$ cat src/rtl/pct_pkg.sv
// pct_pkg: types and constants for the pwm/capture timer.
// assumes one kernel clock; configuration arrives as plain ports.
package pct_pkg;
  localparam int PCT_CNT_W = 16;
  localparam int PCT_PSC_W = 16;
  localparam int PCT_NCH = 4;
  localparam int PCT_DT_W = 8;
  localparam logic [15:0] PCT_ZERO = 16'h0000;
  localparam logic [15:0] PCT_ONE = 16'h0001;
  localparam logic [7:0] PCT_DT_ONE = 8'h01;
  localparam int PCT_CLK_HZ = 40000000;
  localparam int PCT_PLL_HZ = 144000000;

  typedef enum logic [1:0] {
    PCT_DIR_UP,
    PCT_DIR_DOWN,
    PCT_DIR_UPDOWN,
    PCT_DIR_ENC
  } pct_cmode_t;

  typedef enum logic [1:0] {
    PCT_CH_CAPTURE,
    PCT_CH_COMPARE,
    PCT_CH_PWM,
    PCT_CH_ONEPULSE
  } pct_chmode_t;

  typedef struct packed {
    logic enable;
    pct_cmode_t cmode;
    logic one_pulse;
    logic freeze_en;
    logic [PCT_PSC_W-1:0] psc;
    logic [PCT_CNT_W-1:0] arr;
    logic [PCT_DT_W-1:0] dead;
  } pct_cfg_t;

  typedef struct packed {
    pct_chmode_t mode;
    logic [PCT_CNT_W-1:0] cmp;
  } pct_chcfg_t;

  typedef struct packed {
    logic update;
    logic [PCT_NCH-1:0] chan;
  } pct_evt_t;
endpackage : pct_pkg

$ cat src/rtl/pct_timer.sv
// pct_timer: 16-bit auto-reload timer, prescaler, four channels, dead time.
// assumes all inputs synchronous to clk; config stable while running.
// Contract
// - 16-bit counter behind 16-bit prescaler; up, down or up/down counting.
// - four channels, each capture, compare, pwm or one-pulse.
// - edge and centre aligned pwm, duty from 0 to 100 percent.
// - complementary outputs with programmable dead time between transitions.
// - each of the four channels drives a complementary pin pair, eight pins in all.
// - debug halt with freeze stops counter and forces outputs inactive.
// - own dma requests on update and channel events.
// - quadrature encoder inputs count up or down by phase.
// - trigger in/out links to other timers for sync or chaining.
// - kernel clock may come from pll; counting logic is fully synchronous.
`timescale 1ns/1ps
`default_nettype none
module pct_timer
  import pct_pkg::*;
#(
  parameter int CNT_W = PCT_CNT_W,
  parameter int NCH = PCT_NCH
) (
  input wire logic clk,
  input wire logic rstn,
  input wire pct_cfg_t cfg,
  input wire pct_chcfg_t [NCH-1:0] chcfg,
  input wire logic start,
  input wire logic dbg_halt,
  input wire logic trig_in,
  input wire logic enc_a,
  input wire logic enc_b,
  input wire logic [NCH-1:0] cap_in,
  output logic [NCH-1:0] out_p,
  output logic [NCH-1:0] out_n,
  output logic [CNT_W-1:0] count,
  output logic [CNT_W-1:0] capture [NCH],
  output pct_evt_t dma_req,
  output logic trig_out,
  output logic running
);
  // same edge-detect used for capture inputs and encoder phase a
  function automatic logic rise(input logic prev, input logic cur);
    return cur & ~prev;
  endfunction : rise

  logic [PCT_PSC_W-1:0] psc_cnt, next_psc_cnt;
  logic [CNT_W-1:0] next_count;
  logic dir_down, next_dir_down;
  logic next_running;
  logic enc_a_q;
  logic [NCH-1:0] cap_q;
  logic [NCH-1:0] ref_q, next_ref;
  logic [NCH-1:0] ref_d;
  logic [PCT_DT_W-1:0] dt_cnt [NCH];
  logic [PCT_DT_W-1:0] next_dt_cnt [NCH];
  logic [CNT_W-1:0] next_capture [NCH];
  logic [NCH-1:0] next_out_p, next_out_n;
  pct_evt_t next_dma;
  logic next_trig;
  logic frozen, tick, upd, enc_step, enc_up;

  // freeze only while halted and allowed; stops prescaler too
  assign frozen = dbg_halt & cfg.freeze_en;
  assign tick = running & ~frozen & (psc_cnt == cfg.psc);
  // x1 encoding on rising a edge, direction from b phase
  assign enc_step = rise(enc_a_q, enc_a);
  assign enc_up = ~enc_b;

  always_comb begin
    next_psc_cnt = psc_cnt;
    next_count = count;
    next_dir_down = dir_down;
    next_running = running;
    upd = 1'b0;
    if (running && !frozen && cfg.cmode != PCT_DIR_ENC) begin
      next_psc_cnt = (psc_cnt == cfg.psc) ? PCT_ZERO : psc_cnt + PCT_ONE;
    end
    if (running && !frozen && cfg.cmode == PCT_DIR_ENC && enc_step) begin
      if (enc_up) begin
        upd = (count == cfg.arr);
        next_count = upd ? PCT_ZERO : count + PCT_ONE;
      end else begin
        upd = (count == PCT_ZERO);
        next_count = upd ? cfg.arr : count - PCT_ONE;
      end
    end else if (tick) begin
      case (cfg.cmode)
        PCT_DIR_UP: begin
          upd = (count == cfg.arr);
          next_count = upd ? PCT_ZERO : count + PCT_ONE;
        end
        PCT_DIR_DOWN: begin
          upd = (count == PCT_ZERO);
          next_count = upd ? cfg.arr : count - PCT_ONE;
        end
        PCT_DIR_UPDOWN: begin
          // centre-aligned: turn at arr and at zero, update at both ends
          if (!dir_down) begin
            upd = (count == cfg.arr);
            next_dir_down = upd;
            next_count = upd ? count - PCT_ONE : count + PCT_ONE;
          end else begin
            upd = (count == PCT_ZERO);
            next_dir_down = ~upd;
            next_count = upd ? count + PCT_ONE : count - PCT_ONE;
          end
        end
        default: next_count = count;
      endcase
    end
    if (upd && cfg.one_pulse) begin
      next_running = 1'b0;
    end
    // start from software or from a linked timer's trigger
    if (!running && cfg.enable && (start || trig_in)) begin
      next_running = 1'b1;
      // restart from a known point; a stale count may sit above a new reload value
      next_psc_cnt = PCT_ZERO;
      next_count = (cfg.cmode == PCT_DIR_DOWN) ? cfg.arr : PCT_ZERO;
      next_dir_down = 1'b0;
    end
    if (!cfg.enable) begin
      next_running = 1'b0;
    end
  end

  always_comb begin
    next_dma = '0;
    next_dma.update = upd;
    next_trig = upd;
    for (int i = 0; i < NCH; i++) begin
      next_capture[i] = capture[i];
      next_ref[i] = ref_q[i];
      case (chcfg[i].mode)
        PCT_CH_CAPTURE: begin
          if (rise(cap_q[i], cap_in[i])) begin
            next_capture[i] = count;
            next_dma.chan[i] = 1'b1;
          end
          next_ref[i] = 1'b0;
        end
        PCT_CH_COMPARE: begin
          // toggle on match; matches only count on a prescaler tick, which in encoder mode is not an encoder step
          if (tick && count == chcfg[i].cmp) begin
            next_ref[i] = ~ref_q[i];
            next_dma.chan[i] = 1'b1;
          end
        end
        PCT_CH_PWM, PCT_CH_ONEPULSE: begin
          // cmp=0 gives 0%, cmp>arr gives 100%
          next_ref[i] = (count < chcfg[i].cmp);
          if (chcfg[i].mode == PCT_CH_ONEPULSE && !running) begin
            next_ref[i] = 1'b0;
          end
          if (tick && count == chcfg[i].cmp) begin
            next_dma.chan[i] = 1'b1;
          end
        end
        default: next_ref[i] = 1'b0;
      endcase
    end
  end

  // dead time: the rising side waits dead cycles after ref changes
  always_comb begin
    for (int i = 0; i < NCH; i++) begin
      ref_d[i] = ref_q[i];
      next_dt_cnt[i] = dt_cnt[i];
      if (next_ref[i] != ref_q[i]) begin
        next_dt_cnt[i] = cfg.dead;
      end else if (dt_cnt[i] != '0) begin
        next_dt_cnt[i] = dt_cnt[i] - PCT_DT_ONE;
      end
      // every channel 0..3 drives its own complementary pair, eight pins
      next_out_p[i] = ref_q[i] & (dt_cnt[i] == '0);
      next_out_n[i] = ~ref_d[i] & (dt_cnt[i] == '0);
      if (chcfg[i].mode == PCT_CH_CAPTURE || frozen) begin
        next_out_p[i] = 1'b0;
        next_out_n[i] = 1'b0;
      end
    end
  end

  // one clock domain; no path depends on clock ratio, so pll rates are fine
  always_ff @(posedge clk) begin
    if (!rstn) begin
      psc_cnt <= PCT_ZERO;
      count <= PCT_ZERO;
      dir_down <= 1'b0;
      running <= 1'b0;
    end else begin
      psc_cnt <= next_psc_cnt;
      count <= next_count;
      dir_down <= next_dir_down;
      running <= next_running;
    end
  end

  // previous samples for the edge detectors
  always_ff @(posedge clk) begin
    if (!rstn) begin
      enc_a_q <= 1'b0;
      cap_q <= '0;
    end else begin
      enc_a_q <= enc_a;
      cap_q <= cap_in;
    end
  end

  // channel references, captures and event pulses
  always_ff @(posedge clk) begin
    if (!rstn) begin
      ref_q <= '0;
      dma_req <= '0;
      trig_out <= 1'b0;
      for (int i = 0; i < NCH; i++) begin
        capture[i] <= PCT_ZERO;
      end
    end else begin
      ref_q <= next_ref;
      dma_req <= next_dma;
      trig_out <= next_trig;
      for (int i = 0; i < NCH; i++) begin
        capture[i] <= next_capture[i];
      end
    end
  end

  // dead-time counters and output pins
  always_ff @(posedge clk) begin
    if (!rstn) begin
      out_p <= '0;
      out_n <= '0;
      for (int i = 0; i < NCH; i++) begin
        dt_cnt[i] <= '0;
      end
    end else begin
      out_p <= next_out_p;
      out_n <= next_out_n;
      for (int i = 0; i < NCH; i++) begin
        dt_cnt[i] <= next_dt_cnt[i];
      end
    end
  end
endmodule : pct_timer
`default_nettype wire

$ cat config.mk
export PLATFORM = sky130hd
export DESIGN_NAME = pct_timer
export DESIGN_NICKNAME = d
export VERILOG_FILES = /design/src/rtl/pct_pkg.sv /design/src/rtl/pct_timer.sv
export SDC_FILE = /design/constraint.sdc
export NUM_CORES = 1
export LEC_CHECK = 0
export BUFFER_PORTS_ARGS = -buffer_cell sky130_fd_sc_hd__buf_2
export CELL_PAD_IN_SITES_DETAIL_PLACEMENT = 1
export CELL_PAD_IN_SITES_GLOBAL_PLACEMENT = 1
export CORE_MARGIN = 10
export CORE_UTILIZATION = 44
export DETAILED_ROUTE_END_ITERATION = 8
export GPL_ROUTABILITY_DRIVEN = 0
export PLACE_DENSITY = 0.95
export RECOVER_POWER = 25
export SLEW_MARGIN = 25
export SYNTH_ARGS = -nofsm -noshare
export SYNTH_HDL_FRONTEND = slang
export SYNTH_SLANG_ARGS = --single-unit
$ cat constraint.sdc
create_clock -name clk -period 5.7 [get_ports clk]
set_input_delay 0.855 -clock clk [delete_from_list [all_inputs] [get_ports clk]]
set_output_delay 0.855 -clock clk [all_outputs]
set_load 0.02 [all_outputs]
After elaboration in Yosys (flattened, before gate mapping)
Memory sizes are Yosys's and may differ from the RTL's.
Cells that the tools add are included.
W data, S select, Z words.
{ "word_totals": {"ff_bits": 120, "latch_bits": 0, "mem_bits_rw": 32, "rom_bits": 0, "input_bits": 128, "elab_cells": 209, "n_memories": 1} }
{ "memory_table": {"columns": ["name", "depth", "word_bits", "read_ports", "rd_clocked_by_memory_dff", "write_ports", "line_no", "source"], "rows": [
  ["dt_cnt", 4, 8, 4, 0, 4, "pct_timer.sv:53", "logic [PCT_DT_W-1:0] dt_cnt [NCH];"]
]} }
{ "classes": {"add_sub_neg": 7, "multipliers": 0, "div_mod_pow": 0, "order_cmp": 4, "eq_ne": 26, "shift": 0, "n_mux": 58, "n_bitwise": 33, "reduce_logical": 59} }
{ "ops": {"columns": ["operator", "n"], "rows": [
  ["$mux W16", 11],
  ["$eq A16 B16 Y1", 6],
  ["$mux W8", 12],
  ["$lt A16 B16 Y1", 4],
  ["$pmux W16 S3", 1],
  ["$add A16 B1 Y16 const B", 2],
  ["$logic_not A8 Y1", 4],
  ["$reduce_bool A8 Y1", 4],
  ["$sub A8 B1 Y8 const B", 4],
  ["$mux W1", 25],
  ["$eq A2 B2 Y1 const B", 10],
  ["$reduce_or A2 Y1", 9],
  ["$and A1 B1 Y1", 16],
  ["$logic_not A16 Y1", 1],
  ["$sub A16 B1 Y16 const B", 1],
  ["$logic_and A1 B1 Y1", 15],
  ["$pmux W1 S3", 5],
  ["$not A1 Y1", 13],
  ["$reduce_and A2 Y1", 6],
  ["$reduce_or A3 Y1", 4],
  ["$eq A2 B1 Y1 const B", 5],
  ["$logic_not A2 Y1", 5],
  ["$pmux W1 S2", 4],
  ["$logic_or A1 B1 Y1", 5],
  ["8 further kinds", 15]
]} }

Longest topological paths before layout
Gate-level depths: netlist of run 1.
{ "depth": {"depth_word": 10, "depth_mapped": 13, "ltp_nobuf": 9} }

Worst setup path after synthesis of run 1
No wires, ideal clock.
{ "synth_timing": {"path_type": "input-to-reg", "startpoint": "input chcfg[50] (netlist name)", "endpoint": "memory dt_cnt[2][0]", "arrival_time_ps": 2887, "t_required_ps": 5628, "path_slack_ps": 2741, "path_stages": 9, "n_path_buf": 0, "path_cell_list": "inv_1 ha_1 a21oi_1 nand2_1 a221o_1 or4_1 xnor2_1 a21oi_4 mux2i_1"} }
{ "synth_lines": {"columns": ["item", "line_no", "source"], "rows": [
  ["from (decl)", "pct_timer.sv:25", "input wire pct_chcfg_t [NCH-1:0] chcfg,"],
  ["to (decl)", "pct_timer.sv:53", null]
]} }

Worst setup path in the final report of run 1
{ "layout_timing": {"startpoint": "register count[7]", "endpoint": "register count[15]"} }
{ "layout_between": {"elab_chain_cells": 7, "word_cells_on_any_way": 14, "classes_between": "add/sub: 2; eq/ne: 1; mux: 10; reduce/logical: 1"} }
{ "layout_lines": {"columns": ["item", "line_no", "source"], "rows": [
  ["from (decl)", "pct_timer.sv:34", "output logic [CNT_W-1:0] count,"],
  ["from (signal assigned)", "pct_timer.sv:192", "count <= next_count;"],
  ["$add A16 B1 Y16 (tied with other cells)", null, null],
  ["$mux W16, on equally long branches", "pct_timer.sv:100, pct_timer.sv:104", null],
  ["$mux W16", "pct_timer.sv:97", "if (!dir_down) begin"],
  ["$pmux W16 S3", "pct_timer.sv:86", "case (cfg.cmode)"],
  ["$mux W16", "pct_timer.sv:85", "end else if (tick) begin"],
  ["$mux W16 *", "pct_timer.sv:77", "if (running && !frozen && cfg.cmode == PCT_DIR_ENC && enc_step) begin"],
  ["$mux W16 *", "pct_timer.sv:114", "if (!running && cfg.enable && (start || trig_in)) begin"]
]} }
Every way passes the cells marked *; elsewhere a longest branch is shown, timed or not. The select of a mux whose other input is x is not followed.
A chain may end at the register's enable or synchronous reset.

==> results of run 1 <==
==> state kept, by name, indices dropped and copies added (netlist names) <==
signal	count
capture	64
dt_cnt	32
count	16
psc_cnt	16
cap_q	4
dma_req	4
out_n	4
out_p	4
ref_d	4
dir_down	1
enc_a_q	1
running	1
trig_out	1
==> report_power, final <==
group | internal [mW] | switching (mW) | leakage [nW]
logic | 0.516 | 0.831 | 3.95
registers | 1.18 | 0.133 | 1.24
clock network | 0.673 | 0.578 | 0.300
==> routing by layer <==
metal  GRT usage [%]  routed length, um  up-vias
met5               0                  0        -
met1           32.53              17290     5714
li1                -                  -     5161
met2           50.73              22770      732
met4           17.41               2832        0
met3           6.876               4288      233
==> worst max-delay path by stage <==
stage	endpoint	cells after the start	slack, ns	startpoint
CTS	dt_cnt[1][7]	8	1.71	count[15]
global route	count[15]	8	1.80	count[7]
floorplan	dt_cnt[2][0]	9	2.74	chcfg[50]
finish	count[15]	8	1.96	count[7]
detailed placement	dt_cnt[1][7]	10	1.78	chcfg[32]
global placement	dt_cnt[1][7]	10	2.05	chcfg[32]
==> through the flow <==
| step | instance area (um^2) | utilization (%) |
|---|---|---|
| after floorplan | 10550 | - |
| after global placement | 11960 | 50.82 |
| after detailed placement | 11960 | 50.82 |
| after CTS | 12590 | 53.47 |
| after global routing | 12530 | 53.23 |
| final | 12530 | 53.24 |
==> placed cells by master, fill, tap and decap left out, types with 7 or more instances in the layout <==
cell type                   count
sky130_fd_sc_hd__nand4_1       24
sky130_fd_sc_hd__nor4b_1        7
sky130_fd_sc_hd__clkbuf_1      56
sky130_fd_sc_hd__nand2b_1       9
sky130_fd_sc_hd__nand3_1       46
sky130_fd_sc_hd__a21boi_0      68
sky130_fd_sc_hd__xor2_1        58
sky130_fd_sc_hd__a21o_1        10
sky130_fd_sc_hd__o21ai_0       52
sky130_fd_sc_hd__or3_1         29
sky130_fd_sc_hd__inv_1         80
sky130_fd_sc_hd__and3_1         7
sky130_fd_sc_hd__nor2_1        72
sky130_fd_sc_hd__o211ai_1      19
sky130_fd_sc_hd__buf_4         23
sky130_fd_sc_hd__nor4_1        19
sky130_fd_sc_hd__clkbuf_16     17
sky130_fd_sc_hd__dfxtp_1      152
sky130_fd_sc_hd__nor3_1        29
sky130_fd_sc_hd__buf_2        166
sky130_fd_sc_hd__nand2_1      238
sky130_fd_sc_hd__a21oi_1       65
sky130_fd_sc_hd__ha_1          77
sky130_fd_sc_hd__o21a_1         7
sky130_fd_sc_hd__a31oi_1       10
sky130_fd_sc_hd__mux2i_1       41
sky130_fd_sc_hd__xnor2_1       37
==> tightest hold or removal path, cell delays in order, from the launching register on <==
cell,delay [ns]
sky130_fd_sc_hd__dfxtp_1,0.31
sky130_fd_sc_hd__nand2_1,0.05
sky130_fd_sc_hd__a21boi_0,0.07
==> kinds of logic (layout without fill, tap and decap cells) <==
kind of cell / Yosys count / count (layout) / share of synthesized area (%)
AO/OA/AOI/OAI: 302 / 302 / 19.85
multiplexers: 43 / 43 / 4.102
flip-flops: 152 / 152 / 28.83
adder cells (fa/ha/maj): 77 / 77 / 9.129
XOR/XNOR: 95 / 95 / 7.884
AND/OR/NAND/NOR: 532 / 532 / 24.42
buffers and inverters: 159 / 358 / 5.785
other: 0 / 3 / 0
==> cell usage after synthesis (11+ instances only) <==
cell type                  instances
sky130_fd_sc_hd__clkbuf_1         65
sky130_fd_sc_hd__nand4_1          24
sky130_fd_sc_hd__mux2i_1          41
sky130_fd_sc_hd__nand2_1         238
sky130_fd_sc_hd__dfxtp_1         152
sky130_fd_sc_hd__nor3_1           29
sky130_fd_sc_hd__or3_1            29
sky130_fd_sc_hd__ha_1             77
sky130_fd_sc_hd__nor4_1           19
sky130_fd_sc_hd__o21ai_0          52
sky130_fd_sc_hd__nor2_1           73
sky130_fd_sc_hd__xnor2_1          37
sky130_fd_sc_hd__a21boi_0         68
sky130_fd_sc_hd__o211ai_1         19
sky130_fd_sc_hd__nor4b_1          11
sky130_fd_sc_hd__nand3_1          46
sky130_fd_sc_hd__a21oi_1          65
sky130_fd_sc_hd__xor2_1           58
sky130_fd_sc_hd__inv_1            80
==> final cells by class <==
type	instances	area share [%]
antenna	3	0.05990
clock buffer	17	3.394
clock inverter	15	1.587
inverter	81	2.426
multi-input combinational	1049	55.39
sequential	152	24.28
tap	319	3.185
timing repair buffer	245	9.683
==> impl_metrics.csv, run 1 <==
group,metric,value,unit
timing,finalCriticalPeriod,3.742,ns
floorplan,placement_rows,56,
synth,mappedNetlistNets,1565,
min_path,holdPathStages,2,
clock_tree,cts_setup_buffers,0,
setup_path,rr_endpoint,"count[15]",
min_path,min_from,"capture[40]",
timing,final-hold-violation-count,0,
setup_path,worstPathArrival,4.11,ns
route,drt-pass1-iter-count,9,
synth,synth.distinct_cells,74,
setup_path,required,6.07,ns
place,place.port_buffers,222,
floorplan,io_pins,223,
job,maxCapViolCount,0,
cells_and_area,final_net_count,1751,
clock_tree,clock_sinks,152,
synth,synth.yosys.seq_area_share,28.83,%
setup_path,critical_path.top_delay_family,"simple AND/OR/NAND/NOR gates",
clock_tree,ctsHtreeMaxLevel,4,
pwr,worst_ir_drop_vdd,0.0001571,V
route,route.detailed.drc,0,
global_route,first_global_vias,12390,
min_path,timing.hold.worst.class,"reg -> reg",
setup_path,critPathBufInv,1,
pwr,power.density_cell_area,312.3,nW/um^2
floorplan,die_ar,30580,um^2
synth,synth-seq-cells,152,
synth,synth_top_cell_by_area,"sky130_fd_sc_hd__dfxtp_1",
cells_and_area,area_of_combinational_cells_with_multiple_inputs,6942,um^2
min_path,worstHoldEndpoint,"capture[40]",
global_route,maximum_number_of_pins_on_one_net_before_global_route_repair,91,
timing,clock_skew,0.01630,ns
route,routed_wire_length_per_instance,25.09,um
clock_tree,tritoncts,"built",
setup_path,rr_worst_depth,8,
cells_and_area,area.sequential,3043,um^2
timing,worst_pin_slew,1.078,ns
timing,final.setup.tns,0,ns
floorplan,die_height,174.9,um
global_route,grt_remaining_overflow,0,
synth,synth_flop_cell,"sky130_fd_sc_hd__dfxtp_1",
floorplan,initial_core_util,44.83,%
synth,netlist_instances,1360,
clock_tree,insertion_delay,0.46,ns
synth,synth_top_area_share,28.83,%
cells_and_area,layout-area-overhead-vs-synth,18.76,%
setup_path,crit_type,"reg -> reg",
synth,synth-edff-count,0,
pwr,totalPowerFinal,3.914,mW
floorplan,die_w,174.9,um
timing,timing.hold.ws,0.4705,ns
timing,slew_headroom,27.50,%
timing,setup_violations,0,
route,postRouteAntennaNets,0,
outcome,run_status,"completed",
route,post_drt_via_cell_ratio,6.295,
clock_tree,cts_hold_buf,0,
cells_and_area,drive_above_1_share,15.72,%
timing,rsz0062_at_grt,"false",
cells_and_area,finalNonFillerCells,1881,
clock_tree,cts.root.buffer_cell,"sky130_fd_sc_hd__clkbuf_16",
place,dpl.hpwl,32630,um
place,post-place-cells,1845,
setup_path,slowest_delay,0.81,ns
clock_tree,clock_tree.buffer_depth,2,
route,vias,11840,
clock_tree,cts.repair.resized,0,
route,route.final.wire_length,47190,um
timing,fin_crit_sh,65.65,%
timing,highest_clock_frequency_the_design_can_meet,0.2673,GHz
setup_path,slowest_cp_cell,"sky130_fd_sc_hd__dfxtp_1",
timing,slew_violations,0,
setup_path,r2r_start,"count[7]",
cells_and_area,fillerInstances,3018,
global_route,gr-usage-all-layers,29.47,%
synth,synth_async_sr_flop_share,0,%
route,first_iter_violations,1250,
clock_tree,cts_buffers,17,
synth,post_synth_instance_area,10550,um^2
synth,ys.warnings.count,0,
setup_path,crit_chain,"buf_4 -> xor2_1 -> nor4_1 -> nand4_1 -> o21ai_0 -> and3_1 -> a221oi_1 -> o31ai_1",
setup_path,critical_path.endpoint_type,"register",
setup_path,worstSetupStartpointType,"register",
setup_path,rrSetupSlack,1.96,ns
timing,timing.final.ws_setup,1.958,ns
clock_tree,clock_transition_at_path_regs,0.08,ns
global_route,antenna_found_initial,2,
synth,synthesized_area_divided_by_synthesized_cell_count,7.760,um^2
pwr,p_leak,5.488,nW
setup_path,path_max_fanout,14,
floorplan,core_area,23540,um^2
synth,netlist_top_cells_area,"sky130_fd_sc_hd__dfxtp_1 29%, sky130_fd_sc_hd__ha_1 9.1%, sky130_fd_sc_hd__nand2_1 8.5%, sky130_fd_sc_hd__a21boi_0 4.8%, sky130_fd_sc_hd__xor2_1 4.8%",
place,place_worst_setup_slack,1.781,ns
global_route,grt_first_pass_wirelength,71460,um
Note: power is estimated with default switching activity, not from simulation.
==> inputs of run 2 (changes only) <==
ABC_AREA = 1   (was not set)
CORE_UTILIZATION = 35   (was 44)
PLACE_DENSITY = 0.86   (was 0.95)
clock period = 3.1 ns   (was 5.7 ns; I/O delays follow)
==> impl_metrics.csv, run 2 <==
group,metric,value,unit
floorplan,die_height,196.3,um
synth,synth.distinct_cells,51,
setup_path,worstSetupStartpointType,"register",
synth,netlist_instances,1669,
route,post_drt_via_cell_ratio,5.395,
place,place.port_buffers,222,
place,place_worst_setup_slack,0.3754,ns
clock_tree,cts_hold_buf,0,
floorplan,die_w,196.3,um
clock_tree,ctsHtreeMaxLevel,4,
synth,synth_flop_cell,"sky130_fd_sc_hd__dfxtp_1",
synth,synth-seq-cells,152,
synth,dominant_cell_by_count_in_the_synthesized_netlist,"sky130_fd_sc_hd__nand2_1",
setup_path,path_max_fanout,13,
route,route.final.wire_length,45230,um
synth,mappedNetlistNets,1874,
clock_tree,clock_sinks,152,
global_route,grtUsageMet1,26.80,%
timing,final.setup.tns,0,ns
timing,fin_crit_sh,90.93,%
timing,clock_skew,0.01561,ns
synth,synth_top_cell_by_area,"sky130_fd_sc_hd__dfxtp_1",
timing,timing.hold.ws,0.2359,ns
route,route.detailed.drc,0,
setup_path,worstPathArrival,3.14,ns
floorplan,core_area,30670,um^2
setup_path,required,3.42,ns
place,dpl.hpwl,34860,um
global_route,grt_remaining_overflow,0,
cells_and_area,final_cell_mix,"355 x sky130_fd_sc_hd__nand2_1, 200 x sky130_fd_sc_hd__inv_1, 185 x sky130_fd_sc_hd__buf_2",
cells_and_area,largest_register_ffs,64,
cells_and_area,top_register_by_number_of_flip_flops,"capture",
cells_and_area,drive_above_1_share,16.81,%
timing,rsz0062_at_grt,"false",
synth,synth_top_area_share,27.97,%
place,post-place-cells,2256,
outcome,run_status,"completed",
clock_tree,cts.repair.resized,0,
route,drt-pass1-iter-count,6,
cells_and_area,layout_commonest_cell,"sky130_fd_sc_hd__nand2_1",
pwr,power.density_cell_area,535.3,nW/um^2
job,maxCapViolCount,0,
floorplan,die_ar,38540,um^2
global_route,groute.layer.met3.usage,4.859,%
timing,finalCriticalPeriod,2.819,ns
synth,commonest_cells_in_the_synthesized_netlist,"355 x sky130_fd_sc_hd__nand2_1, 200 x sky130_fd_sc_hd__inv_1, 183 x sky130_fd_sc_hd__a21oi_1",
route,postRouteAntennaNets,0,
timing,worst_pin_slew,1.434,ns
synth,netlist_top_cells_area,"sky130_fd_sc_hd__dfxtp_1 28%, sky130_fd_sc_hd__nand2_1 12%, sky130_fd_sc_hd__ha_1 8.9%, sky130_fd_sc_hd__a21oi_1 8.4%, sky130_fd_sc_hd__inv_1 6.9%",
synth,ys.warnings.count,0,
route,vias,12361,
clock_tree,insertion_delay,0.44,ns
global_route,grt_first_pass_wirelength,69880,um
pwr,p_leak,6.434,nW
floorplan,io_pins,223,
cells_and_area,final_net_count,2084,
route,routed_wire_length_per_instance,19.74,um
synth,post_synth_instance_area,10880,um^2
global_route,grtUsageMet2,38.52,%
global_route,gr-usage-all-layers,22.57,%
cells_and_area,biggestRegsByFlops,"capture (64), dt_cnt (32)",
route,first_iter_violations,739,
clock_tree,cts_buffers,17,
timing,setup_violations,0,
timing,slew_headroom,4.430,%
synth,synth.yosys.seq_area_share,27.97,%
pwr,worst_ir_drop_vdd,0.0003396,V
clock_tree,tritoncts,"built",
timing,timing.final.ws_setup,0.2811,ns
cells_and_area,layout-area-overhead-vs-synth,19.01,%
synth,synth_async_sr_flop_share,0,%
clock_tree,clock_transition_at_path_regs,0.07,ns
synth,synthesized_area_divided_by_synthesized_cell_count,6.519,um^2
cells_and_area,finalNonFillerCells,2291,
timing,highest_clock_frequency_the_design_can_meet,0.3547,GHz
global_route,first_global_vias,13052,
min_path,timing.hold.worst.class,"in -> reg",
floorplan,initial_core_util,35.48,%
timing,slew_violations,0,
global_route,maximum_number_of_pins_on_one_net_before_global_route_repair,55,
clock_tree,cts_setup_buffers,0,
setup_path,critical_path.endpoint_type,"register",
clock_tree,cts.root.buffer_cell,"sky130_fd_sc_hd__clkbuf_16",
global_route,antenna_found_initial,2,
synth,synth-edff-count,0,
setup_path,crit_type,"reg -> reg",
timing,final-hold-violation-count,0,
pwr,totalPowerFinal,6.931,mW
clock_tree,clock_tree.buffer_depth,2,
floorplan,placement_rows,64,
global_route,layer_with_the_highest_usage_after_global_routing,"met2",
==> run 2: final timing paths <==
kind,startpoint,depth (start not counted),slack [ns],to
worst max-delay path,count[7],14,0.28,dt_cnt[2][0]
worst max register to register,count[7],14,0.28,dt_cnt[2][0]
worst min-delay path,cap_in[2],3,0.24,cap_q[2]
worst min register to register,dt_cnt[3][1],2,0.52,dt_cnt[3][1]
==> run 2: cell type report <==
cell class / count / area, um^2
well taps: 396 / 495.5
clock buffers: 17 / 425.4
fillers: 4089 / 17720
inverters: 220 / 827.0
flip-flops and latches: 152 / 3043
multi-input cells: 1233 / 6683
repair buffers: 255 / 1306
diodes: 3 / 7.507
clock inverters: 15 / 161.4
==> run 2: cell families (layout without fill, tap and decap cells) <==
group           after synthesis  in the layout  share of synthesized area, %
xor+xnor                     60             60                         4.830
buf+inv                     284            507                         10.78
other cells                   0              3                             0
compound gates              378            378                         18.25
flops                       152            152                         27.97
mux                           1              1                       0.09200
fa+ha+maj                    77             77                         8.855
simple gates                717            717                         29.23
==> run 2: metal layers <==
layer  vias up  part of all wire, %
li1       5891                    -
met3        94                  7.3
met2       468                   48
met1      5908                   42
met5         -                    0
met4         0                  3.5
==> run 2: per-stage QoR <==
| step | utilization, % | area [um^2] |
|---|---|---|
| global route | 42.20 | 12940 |
| global placement | 40.45 | 12410 |
| floorplan | - | 10880 |
| CTS | 42.37 | 12990 |
| detailed placement | 40.45 | 12410 |
| finish | 42.22 | 12950 |
==> run 2: worst max-delay path, cell delays in order (launching register included) <==
cell	delay, ns
sky130_fd_sc_hd__dfxtp_1	0.76
sky130_fd_sc_hd__ha_1	0.24
sky130_fd_sc_hd__nand2_1	0.07
sky130_fd_sc_hd__nor2_1	0.14
sky130_fd_sc_hd__nand4_1	0.21
sky130_fd_sc_hd__nor2_1	0.26
sky130_fd_sc_hd__nand4_1	0.14
sky130_fd_sc_hd__nand2_1	0.08
sky130_fd_sc_hd__nand2_1	0.06
sky130_fd_sc_hd__nand2_2	0.08
sky130_fd_sc_hd__nand2_1	0.08
sky130_fd_sc_hd__nand2_1	0.19
sky130_fd_sc_hd__nand2_2	0.13
sky130_fd_sc_hd__o21ai_0	0.21
sky130_fd_sc_hd__nor2_1	0.05
==> run 2: power breakdown <==
part | total, mW | switching (mW) | internal, mW
registers | 2.41 | 0.234 | 2.17
logic | 2.40 | 1.51 | 0.888
clock network | 2.13 | 1.05 | 1.08
